`src/pbs_consts.svh`:
```
`ifndef PBS_CONSTS_SVH
`define PBS_CONSTS_SVH

// Measurement window, in reference periods (power of two)
`define PBS_WIN_LOG2 6
`define PBS_WIN_LEN 64
// Error thresholds in units of 1/1024 of the expected count
`define PBS_ERR_SHIFT 10
`define PBS_TRK_IN_THR 7'h28
`define PBS_TRK_OUT_THR 7'h48
`define PBS_LOCK_THR 7'h0f
`define PBS_UNLOCK_THR 7'h19
// Reset values
`define PBS_ACC_RST 8'h00
`define PBS_CNT_RST 13'h0000

`endif

```
`src/pbs_pkg.sv`:
```
package pbs_pkg;
    typedef enum logic [0:0] {
        PBS_ACQ = 1'b0,
        PBS_TRK = 1'b1
    } pbs_state_e;
    typedef logic [12:0] pbs_count_t;
endpackage

```
`src/pbs_ctrl.sv`:
```
`include "pbs_consts.svh"

module pbs_ctrl #(
    parameter int MULT_W = 6,
    parameter int DIV_W = 3
) (
    // Clock and reset
    input wire logic MCLK_I,
    input wire logic RST_B_I,
    // Crystal and oscillator feedback events
    input wire logic XTAL_TICK_I,
    input wire logic VCO_TICK_I,
    // Mode control bits
    input wire logic [MULT_W-1:0] MULT_I,
    input wire logic [DIV_W-1:0] REFDIV_I,
    input wire logic AUTO_I,
    input wire logic ACQ_I,
    // Clock and loop outputs
    output logic REF_TICK_O,
    output logic BUS_TICK_O,
    output logic HIGH_GAIN_O,
    output pbs_pkg::pbs_state_e TRACK_O,
    output logic LOCK_O,
    output logic CFG_ERR_O
);
    import pbs_pkg::*;

    // True when err is at most thr/1024 of the expected count
    function automatic logic err_ok(input pbs_count_t err,
                                    input pbs_count_t expct,
                                    input logic [6:0] thr);
        logic [23:0] lhs;
        logic [23:0] rhs;
        lhs = {11'h000, err} << `PBS_ERR_SHIFT;
        rhs = {11'h000, expct} * {17'h00000, thr};
        return lhs <= rhs;
    endfunction

    logic ref_tick;
    pbs_ref_div #(.DIV_W(DIV_W)) u_ref_div (
        .clk_i(MCLK_I),
        .rst_b_i(RST_B_I),
        .xtal_tick_i(XTAL_TICK_I),
        .div_i(REFDIV_I),
        .ref_tick_o(ref_tick)
    );
    assign REF_TICK_O = ref_tick;

    // Bus tick synthesis
    logic [7:0] acc;
    logic [7:0] next_acc;
    logic next_bus_tick;
    logic next_cfg_err;
    logic [8:0] sum;
    logic [8:0] step;
    logic [8:0] divp1;
    logic [8:0] diff;

    always_comb begin
        step = XTAL_TICK_I ? 9'({1'b0, MULT_I} + 1'b1) : 9'h000;
        divp1 = 9'({1'b0, REFDIV_I} + 1'b1);
        sum = 9'({1'b0, acc} + step);
        diff = sum - divp1;
        next_bus_tick = 1'b0;
        next_acc = sum[8] ? 8'hff : sum[7:0];
        if (sum >= divp1) begin
            next_bus_tick = 1'b1;
            // Saturate instead of wrapping if crystal ticks come too fast
            next_acc = diff[8] ? 8'hff : diff[7:0];
        end
        next_cfg_err = ({3'h0, MULT_I} < {6'h00, REFDIV_I});
    end

    always_ff @(posedge MCLK_I) begin
        if (!RST_B_I) begin
            acc <= `PBS_ACC_RST;
            BUS_TICK_O <= 1'b0;
            CFG_ERR_O <= 1'b0;
        end else begin
            acc <= next_acc;
            BUS_TICK_O <= next_bus_tick;
            CFG_ERR_O <= next_cfg_err;
        end
    end

    // Frequency measurement over a window of reference periods
    pbs_count_t vco_cnt;
    pbs_count_t next_vco_cnt;
    logic [`PBS_WIN_LOG2-1:0] win_cnt;
    logic [`PBS_WIN_LOG2-1:0] next_win_cnt;
    logic eval;
    pbs_count_t meas;
    pbs_count_t expct;
    pbs_count_t err;

    always_comb begin
        eval = ref_tick && (win_cnt == `PBS_WIN_LOG2'(`PBS_WIN_LEN - 1));
        meas = vco_cnt + 13'(VCO_TICK_I);
        expct = pbs_count_t'({7'h00, MULT_I} + 1'b1) << `PBS_WIN_LOG2;
        err = (meas > expct) ? meas - expct : expct - meas;
        next_win_cnt = ref_tick ? win_cnt + 1'b1 : win_cnt;
        if (eval) begin
            next_vco_cnt = `PBS_CNT_RST;
        end else if (VCO_TICK_I && vco_cnt != 13'h1fff) begin
            next_vco_cnt = vco_cnt + 1'b1;
        end else begin
            next_vco_cnt = vco_cnt;
        end
    end

    always_ff @(posedge MCLK_I) begin
        if (!RST_B_I) begin
            vco_cnt <= `PBS_CNT_RST;
            win_cnt <= '0;
        end else begin
            vco_cnt <= next_vco_cnt;
            win_cnt <= next_win_cnt;
        end
    end

    // Bandwidth mode and lock detector
    pbs_state_e state;
    pbs_state_e next_state;
    logic next_lock;
    logic trk_in_ok;
    logic trk_out_bad;
    logic lock_ok;
    logic unlock_bad;

    always_comb begin
        trk_in_ok = err_ok(err, expct, `PBS_TRK_IN_THR);
        trk_out_bad = !err_ok(err, expct, `PBS_TRK_OUT_THR);
        lock_ok = err_ok(err, expct, `PBS_LOCK_THR);
        unlock_bad = !err_ok(err, expct, `PBS_UNLOCK_THR);
        next_state = state;
        if (!AUTO_I) begin
            next_state = ACQ_I ? PBS_TRK : PBS_ACQ;
        end else if (eval) begin
            case (state)
                PBS_ACQ: begin
                    if (trk_in_ok) begin
                        next_state = PBS_TRK;
                    end
                end
                PBS_TRK: begin
                    if (trk_out_bad) begin
                        next_state = PBS_ACQ;
                    end
                end
                default: begin
                    next_state = PBS_ACQ;
                end
            endcase
        end
        next_lock = LOCK_O;
        if (eval && lock_ok) begin
            next_lock = 1'b1;
        end else if (eval && unlock_bad) begin
            next_lock = 1'b0;
        end
    end

    always_ff @(posedge MCLK_I) begin
        if (!RST_B_I) begin
            state <= PBS_ACQ;
            LOCK_O <= 1'b0;
        end else begin
            state <= next_state;
            LOCK_O <= next_lock;
        end
    end

    assign TRACK_O = state;
    assign HIGH_GAIN_O = (state == PBS_ACQ);

    // Checks
    property p_bus_unit;
        @(posedge MCLK_I) disable iff (!RST_B_I)
        (XTAL_TICK_I && REFDIV_I == '0) |=> BUS_TICK_O;
    endproperty
    a_bus_unit: assert property (p_bus_unit)
        else $error("Bus tick missing for divide by one");

    property p_auto_acq_to_trk;
        @(posedge MCLK_I) disable iff (!RST_B_I)
        (AUTO_I && state == PBS_ACQ && eval && trk_in_ok)
        |=> (TRACK_O == PBS_TRK && !HIGH_GAIN_O);
    endproperty
    a_auto_acq_to_trk: assert property (p_auto_acq_to_trk)
        else $error("Auto mode did not enter tracking");

    property p_forced_acq;
        @(posedge MCLK_I) disable iff (!RST_B_I)
        (!AUTO_I && !ACQ_I) [*2] |-> HIGH_GAIN_O;
    endproperty
    a_forced_acq: assert property (p_forced_acq)
        else $error("Forced acquisition lost high gain");

    property p_lock_any_mode;
        @(posedge MCLK_I) disable iff (!RST_B_I)
        (eval && lock_ok) |=> LOCK_O;
    endproperty
    a_lock_any_mode: assert property (p_lock_any_mode)
        else $error("Lock not reported after close match");

    property p_unlock;
        @(posedge MCLK_I) disable iff (!RST_B_I)
        (eval && unlock_bad) |=> !LOCK_O;
    endproperty
    a_unlock: assert property (p_unlock)
        else $error("Lock held after large error");

    property p_trk_exit;
        @(posedge MCLK_I) disable iff (!RST_B_I)
        (AUTO_I && state == PBS_TRK && eval && trk_out_bad)
        |=> HIGH_GAIN_O;
    endproperty
    a_trk_exit: assert property (p_trk_exit)
        else $error("Tracking kept despite large error");

    property p_trk_hold;
        @(posedge MCLK_I) disable iff (!RST_B_I)
        (AUTO_I && state == PBS_TRK && !eval) |=> TRACK_O == PBS_TRK;
    endproperty
    a_trk_hold: assert property (p_trk_hold)
        else $error("Tracking left between evaluations");

    c_enter_trk: cover property (@(posedge MCLK_I) disable iff (!RST_B_I)
        AUTO_I && state == PBS_ACQ ##1 state == PBS_TRK);
    c_lock: cover property (@(posedge MCLK_I) disable iff (!RST_B_I)
        !LOCK_O ##1 LOCK_O);
    c_manual_lock: cover property (@(posedge MCLK_I) disable iff (!RST_B_I)
        !AUTO_I && !ACQ_I && !LOCK_O ##1 LOCK_O);
endmodule

```
`src/pbs_ref_div.sv`:
```
`include "pbs_consts.svh"

module pbs_ref_div #(
    parameter int DIV_W = 3
) (
    input wire logic clk_i,
    input wire logic rst_b_i,
    input wire logic xtal_tick_i,
    input wire logic [DIV_W-1:0] div_i,
    output logic ref_tick_o
);
    logic [DIV_W-1:0] cnt;
    logic [DIV_W-1:0] next_cnt;
    logic next_ref_tick;

    // One reference tick per (div_i + 1) crystal ticks
    always_comb begin
        next_cnt = cnt;
        next_ref_tick = 1'b0;
        if (xtal_tick_i) begin
            if (cnt >= div_i) begin
                next_cnt = '0;
                next_ref_tick = 1'b1;
            end else begin
                next_cnt = cnt + 1'b1;
            end
        end
    end

    always_ff @(posedge clk_i) begin
        if (!rst_b_i) begin
            cnt <= '0;
            ref_tick_o <= 1'b0;
        end else begin
            cnt <= next_cnt;
            ref_tick_o <= next_ref_tick;
        end
    end

    property p_ref_from_xtal;
        @(posedge clk_i) disable iff (!rst_b_i)
        ref_tick_o |-> $past(xtal_tick_i);
    endproperty
    a_ref_from_xtal: assert property (p_ref_from_xtal)
        else $error("Reference tick without a crystal tick");

    property p_div_zero_passes;
        @(posedge clk_i) disable iff (!rst_b_i)
        (xtal_tick_i && div_i == '0) |=> ref_tick_o;
    endproperty
    a_div_zero_passes: assert property (p_div_zero_passes)
        else $error("Divide by one missed a crystal tick");
endmodule

```
`config.mk`:
```
export PLATFORM = sky130hd
export DESIGN_NAME = pbs_ctrl
export DESIGN_NICKNAME = d
export VERILOG_FILES = /design/src/pbs_pkg.sv /design/src/pbs_ctrl.sv /design/src/pbs_ref_div.sv
export VERILOG_INCLUDE_DIRS = /design/src
export SDC_FILE = /design/constraint.sdc
export NUM_CORES = 1
export LEC_CHECK = 0
export ABC_AREA = 1
export BUFFER_PORTS_ARGS = -buffer_cell sky130_fd_sc_hd__buf_2
export CAP_MARGIN = 5
export CORE_MARGIN = 2
export CORE_UTILIZATION = 35
export DETAILED_ROUTE_END_ITERATION = 6
export MAX_ROUTING_LAYER = met4
export PLACE_DENSITY = 0.47
export SYNTH_ARGS = -nofsm -noshare
export SYNTH_HDL_FRONTEND = slang
export SYNTH_SLANG_ARGS = --single-unit
```
`constraint.sdc`:
```
create_clock -name MCLK_I -period 12.9 [get_ports MCLK_I]
set_input_delay 2.58 -clock MCLK_I [delete_from_list [all_inputs] [get_ports MCLK_I]]
set_output_delay 2.58 -clock MCLK_I [all_outputs]
set_load 0.05 [all_outputs]
```
==> results of run 1 <==
-- synthesized netlist by cell type --
library cell and count:
a211oi_1 2, a21boi_0 1, a21o_1 2, a21oi_1 72
a21oi_2 1, a31oi_1 6, a41oi_1 1, clkbuf_1 2
clkinv_1 2, clkinv_2 1, dfxtp_1 35, fa_1 16
ha_1 119, inv_1 131, inv_2 4, mux2_2 1
nand2_1 164, nand2_2 6, nand2_4 4, nand3_1 50
nand3_2 4, nand3_4 1, nand3b_1 1, nand4_1 5
nand4_2 1, nor2_1 61, nor2_2 4, nor2_4 6
nor3_1 10, nor3b_1 1, nor4_1 2, nor4b_1 1
o211ai_1 4, o21ai_0 35, o21ai_1 2, o21ai_4 1
o21bai_1 3, o31ai_1 1, or2_2 5, xnor2_1 12
xor2_1 43, xor2_2 1
-- metrics by stage --
step	worst slack, ns	hold slack (ns)	power (mW)	area, um^2
finish	5.26	0.491	0.757	6290
detailed placement	4.94	0.480	0.628	6130
global route	4.86	0.505	0.850	6280
global placement	4.94	0.467	0.622	6130
CTS	5.25	0.489	0.766	6280
floorplan	5.91	0.455	0.509	5750
-- logic make-up after synthesis --
family,count (synthesis)
flip-flops,35
buffers and inverters,140
multiplexers,1
adder cells (fa/ha/maj),135
AO/OA/AOI/OAI,131
AND/OR/NAND/NOR,326
XOR/XNOR,56
-- registers in the layout, summed over array words and instances (netlist names) --
register,count
acc,8
win_cnt,6
u_ref_div.ref_tick_o,1
vco_cnt,13
LOCK_O,1
u_ref_div.cnt,3
TRACK_O,1
CFG_ERR_O,1
BUS_TICK_O,1
-- routing by layer --
metal	share of wire [%]	GRT usage, %
met1	50	25.3
met2	46	30.4
met3	3.1	2.15
met4	1.3	4.53
met5	0	-
-- power by group --
part	total (mW)	switching (mW)	leakage, nW	internal, mW
sequential	0.129	0.00682	0.286	0.122
clock	0.130	0.0576	0.0664	0.0724
combinational	0.497	0.308	2.94	0.189
total	0.757	0.373	3.29	0.384
-- worst max-delay path by stage --
| stage | from | end | depth (start not counted) |
|---|---|---|---|
| finish | MULT_I[0] | LOCK_O | 27 |
| global route | MULT_I[0] | LOCK_O | 27 |
| CTS | MULT_I[0] | LOCK_O | 27 |
| detailed placement | MULT_I[0] | LOCK_O | 27 |
| global placement | MULT_I[0] | LOCK_O | 27 |
| floorplan | MULT_I[0] | LOCK_O | 23 |
-- layout make-up --
| cell class | count | area (um^2) |
|---|---|---|
| antenna | 1 | 2.50 |
| clock buffer | 5 | 125 |
| clock inverter | 3 | 23.8 |
| fill | 1744 | 9660 |
| inverter | 138 | 519 |
| multi-input combinational | 649 | 4520 |
| sequential | 35 | 701 |
| tap | 216 | 270 |
| timing repair buffer | 23 | 123 |
-- critical path: cells and delay by family --
kind,cells,cell delay (ns)
AOI/OAI and AO/OA,7,1.25
xor gates and xnor gates,3,0.85
adders and majority gates,5,1.70
buffers and inverters,5,0.73
and+or+nand+nor,7,0.74
==> impl_metrics.tcl, run 1 <==
set metrics [dict create \
    slew_viol_final 0 \
    synth_xor_xnor_area_share_pct 8.66 \
    place_congestion 0.875 \
    cts_resized 0 \
    start_util_pct 36.1 \
    setup_viol 0 \
    grt_pass1_wl_um 25500 \
    arrival_ns 7.87 \
    muxShareOfSynthArea_pct 0.196 \
    route.vias.total 5280 \
    drtAntennaViolNets 0 \
    synth_top_area_share_pct 25.9 \
    fin_skew_ns 0.00644 \
    powerDensity_nw_per_um2 120 \
    rsz0062_at_grt "no" \
    globalRouteTotalUtil_pct 18.9 \
    hpwl_um 12900 \
    post-cts-setup-buffer-count 0 \
    grt_max_degree 14 \
    synth_top_family_by_area "adder cells" \
    synthAdderAreaFrac_pct 31.5 \
    htreeDepth 2 \
    via_per_inst 4.93 \
    worstSetupPathType "primary input to register" \
    leakagePower_nw 3.29 \
    cts_hold_buf 0 \
    cts_buffer_depth 2 \
    cts-root-buf "clkbuf_16" \
    syn_nets 974 \
    peakVddDrop_mv 0.0881 \
    regToRegEndpoint "LOCK_O" \
    hold_start "win_cnt[3]" \
    cts.reportedPaths.clkPinSlew_ns 0.07 \
    ff2ff_setup_slack_ns 8.37 \
    required_ns 13.14 \
    critPathCaptureType "register" \
    syn_avg_cell_area_um2 6.98 \
    crit_fanout 13 \
    fin_crit_ns 7.64 \
    drive_gt1_share_pct 8.32 \
    grt_overflow 0 \
    insertion_delay_ns 0.30 \
    post_drt_wl_per_cell_um 14.5 \
    yosys.area.top_type "ha_1" \
    fin_tns_setup_ns 0 \
    worst_slew_pin_slew_ns 0.844 \
    drc 0 \
    synth_cell_type_count 42 \
    postSynthCellCount 824 \
    finalNonFillerCells 1070 \
    wirelength_um 15600 \
    coreArea_um2 15900 \
    nNetsFinal 1002 \
    max_freq_ghz 0.131 \
    synth-compound-area-share_pct 12.4 \
    relSlewSlack_pct 43.5 \
    hold_depth 2 \
    placementRows 46 \
    synth-simple-area-share_pct 25.9 \
    fin_crit_sh_pct 59.2 \
    synth-seq-cells 35 \
    dr.pass1.iters 5 \
    syn_area_um2 5750 \
    drt-initial-drc-count 255 \
    crit_top_cell "ha_1" \
    dieArea_um2 17500 \
    final_common_cell "nand2_1" \
    grt_antenna_before_repair 0 \
    yosys_warnings 0 \
    cts_tree "yes" \
    hold_viol 0 \
    post-route-util_pct 39.4 \
    area_growth_pct 9.34 \
    dp.cells 1061 \
    status "finished, final reports clean" \
    rr_startpoint "vco_cnt[0]" \
    cp_slowest_cell "fa_1" \
    dieWidth_um 132 \
    seq_area_frac_synth_pct 12.2 \
    synth_area_leaders "ha_1 26%, dfxtp_1 12%, nand2_1 11%, inv_1 8.6%, xor2_1 6.6%" \
    pin_count 21 \
    hp-class "register to register" \
    cts_sinks 35 \
    numCtsBuffers 5 \
    grt_pass1_vias 4949 \
    max_stage_delay_ns 0.50 \
    whs_endpoint "win_cnt[3]" \
    cap_violations 0 \
    reg2reg_depth 27 \
    start_kind "primary input" \
    layout_common_cells "164 x nand2_1, 131 x inv_1, 119 x ha_1, 72 x a21oi_1, 61 x nor2_1" \
    portBuffers 20 \
    die_h_um 132 \
]
No activity file was read; power rests on OpenSTA's default activity.
==> run 2, diff against run 1 <==
--- a/config.mk
+++ b/config.mk
@@ -6,7 +6,7 @@
 export SDC_FILE = /design/constraint.sdc
 export NUM_CORES = 1
 export LEC_CHECK = 0
-export ABC_AREA = 1
+export ABC_AREA = 0
 export BUFFER_PORTS_ARGS = -buffer_cell sky130_fd_sc_hd__buf_2
 export CAP_MARGIN = 5
 export CORE_MARGIN = 2
==> constraint.sdc (replaced) <==
create_clock -name MCLK_I -period 7.05 [get_ports MCLK_I]
set_input_delay 1.41 -clock MCLK_I [delete_from_list [all_inputs] [get_ports MCLK_I]]
set_output_delay 1.41 -clock MCLK_I [all_outputs]
set_load 0.05 [all_outputs]
==> run 2 against run 1 <==
Global-route usage decreased by 0.90 points. Clock-buffer cell count stayed put. Non-clock buffer count up 13. Worst hold slack gained 0.018 ns. Combinational power rose by 84%. Clock power is 82% higher. Core utilization fell by 0.17 points. Highest routed layer unchanged.
==> impl_metrics.tcl, run 2 <==
set metrics [dict create \
    hpwl_um 11900 \
    yosys_warnings 0 \
    dieArea_um2 17200 \
    grt_pass1_vias 4724 \
    postSynthCellCount 671 \
    post-cts-setup-buffer-count 0 \
    n_fill_cell 1657 \
    cts_sinks 35 \
    dr.pass1.iters 5 \
    yosys-top-cells-count "119 x ha_1, 67 x inv_1, 44 x a21oi_1, 43 x xnor2_1, 36 x nor2_1" \
    max_freq_ghz 0.153 \
    arrival_ns 6.75 \
    synth_cell_type_count 74 \
    grt_pass1_wl_um 24000 \
    seq_area_frac_synth_pct 12.4 \
    required_ns 7.25 \
    layout_common_cells "119 x ha_1, 67 x inv_1, 44 x a21oi_1, 43 x xnor2_1, 36 x nor2_1" \
    worstSetupPathType "primary input to register" \
    start_kind "primary input" \
    powerDensity_nw_per_um2 223 \
    regMostFlops "vco_cnt" \
    multi_input_area_um2 4610 \
    fin_skew_ns 0.00772 \
    yosysMostFrequentCell "ha_1" \
    slew_viol_final 0 \
    grt_max_degree 15 \
    drtAntennaViolNets 0 \
    start_util_pct 35.7 \
    final_common_cell "ha_1" \
    synth_edf_count 0 \
    seqCellArea_um2 701 \
    globalRouteTotalUtil_pct 18.0 \
    pin_count 21 \
    cts_resized 0 \
    cts-root-buf "clkbuf_16" \
    worst_slew_pin_slew_ns 0.730 \
    grt_overflow 0 \
    htreeDepth 2 \
    peakVddDrop_mv 0.167 \
    leakagePower_nw 2.90 \
    drive_gt1_share_pct 9.00 \
    placementRows 46 \
    grt_antenna_before_repair 0 \
    fin_crit_sh_pct 92.9 \
    drt-initial-drc-count 175 \
    cts_tree "yes" \
    synth_ff_type "dfxtp_1" \
    synthArstFlopShare_pct 0 \
    top_regs "vco_cnt (13), acc (8), win_cnt (6)" \
    die_h_um 131 \
    coreArea_um2 15800 \
    yosys.area.top_type "ha_1" \
    numCtsBuffers 5 \
    via_per_inst 5.27 \
    synth_top_area_share_pct 26.3 \
    cts_buffer_depth 2 \
    place_congestion 0.922 \
    p_total_mw 1.39 \
    relSlewSlack_pct 51.0 \
    hp-class "register to register" \
    insertion_delay_ns 0.30 \
    nNetsFinal 849 \
    cap_violations 0 \
    ff2ff_setup_slack_ns 1.27 \
    portBuffers 20 \
    dieWidth_um 131 \
    synth_area_leaders "ha_1 26%, dfxtp_1 12%, xnor2_1 6.7%, fa_1 5.7%, xor2_1 4.5%" \
    syn_avg_cell_area_um2 8.43 \
    setup_viol 0 \
    largest_reg_flops 13 \
    wirelength_um 14800 \
    rsz0062_at_grt "no" \
    synth-seq-cells 35 \
    fin_crit_ns 6.55 \
    antenna_cells 0 \
    crit_fanout 10 \
    drc 0 \
    cts.reportedPaths.clkPinSlew_ns 0.06 \
    hold_viol 0 \
    syn_area_um2 5660 \
    critPathCaptureType "register" \
    cts_hold_buf 0 \
    area_growth_pct 9.84 \
    fin_tns_setup_ns 0 \
    route.vias.total 4826 \
    syn_nets 821 \
    status "finished, final reports clean" \
    post_drt_wl_per_cell_um 16.1 \
]
[run 2: changes by cell type after synthesis, moves of 19 or more]
cell / change
nand3_1: -35
nor2_1: -25
inv_1: -64
a21o_1: +19
a21oi_1: -28
nand2_1: -132
xnor2_1: +31
[run 2: where the power goes]
| part | total [mW] | internal, mW | switching (mW) |
|---|---|---|---|
| registers | 0.237 | 0.223 | 0.0137 |
| clock network | 0.236 | 0.132 | 0.104 |
| logic | 0.915 | 0.406 | 0.509 |
| total | 1.39 | 0.762 | 0.627 |
[run 2: layout make-up]
cell class / count / share of cell area (%)
multi-input cells: 552 / 74.3
inverters: 69 / 4.17
well taps: 216 / 4.35
clock buffers: 5 / 2.01
flip-flops and latches: 35 / 11.3
repair buffers: 36 / 3.54
clock inverters: 3 / 0.383
[run 2: stage by stage]
stage / hold WS [ns] / worst slack, ns / util, % / area [um^2] / cells
floorplan: 0.458 / 0.754 / - / 5660 / 671
global placement: 0.467 / 0.409 / 38.3 / 6060 / 908
detailed placement: 0.497 / 0.256 / 38.3 / 6060 / 908
CTS: 0.506 / 0.556 / 39.3 / 6210 / 916
global route: 0.531 / 0.0443 / 39.3 / 6210 / 916
finish: 0.508 / 0.499 / 39.3 / 6210 / 916
[run 2: path summary, 6_finish.rpt]
check | start | endpoint | depth (start not counted)
worst min register to register | win_cnt[5] | win_cnt[5] | 2
worst min-delay path | win_cnt[5] | win_cnt[5] | 2
worst max register to register | vco_cnt[0] | LOCK_O | 23
worst max-delay path | VCO_TICK_I | LOCK_O | 24
[run 2: critical path, stage by stage]
cell and delay (ns):
buf_2 0.10, ha_1 0.31, ha_1 0.42, nand3_2 0.21
nor2_1 0.23, and3_1 0.20, xor2_1 0.09, ha_1 0.43
and3_1 0.24, o31ai_4 0.10, o221a_1 0.25, nor2_2 0.27
a211oi_1 0.09, a31o_2 0.23, a221oi_1 0.31, xnor2_1 0.24
ha_1 0.28, a2111oi_0 0.45, a21oi_1 0.15, o21a_1 0.19
o21ai_0 0.13, nand2_1 0.07, a2bb2oi_1 0.15, o41ai_1 0.22
[run 2: routing by layer]
| metal | GRT usage (%) | part of all wire, % | up-vias |
|---|---|---|---|
| li1 | - | - | 2461 |
| met1 | 23.1 | 48 | 2253 |
| met2 | 28.8 | 45 | 87 |
| met3 | 3.24 | 3.6 | 25 |
| met4 | 5.74 | 2.8 | 0 |
| met5 | - | 0 | - |
[run 2: kinds of logic (layout without fill, tap and decap cells)]
family,Yosys count,in the layout,synth area share (%)
compound gates,157,157,18.7
xor+xnor,73,73,11.5
buf+inv,84,113,6.04
flops,35,35,12.4
mux,10,10,1.84
fa+ha+maj,136,136,32.2
simple gates,176,176,17.3
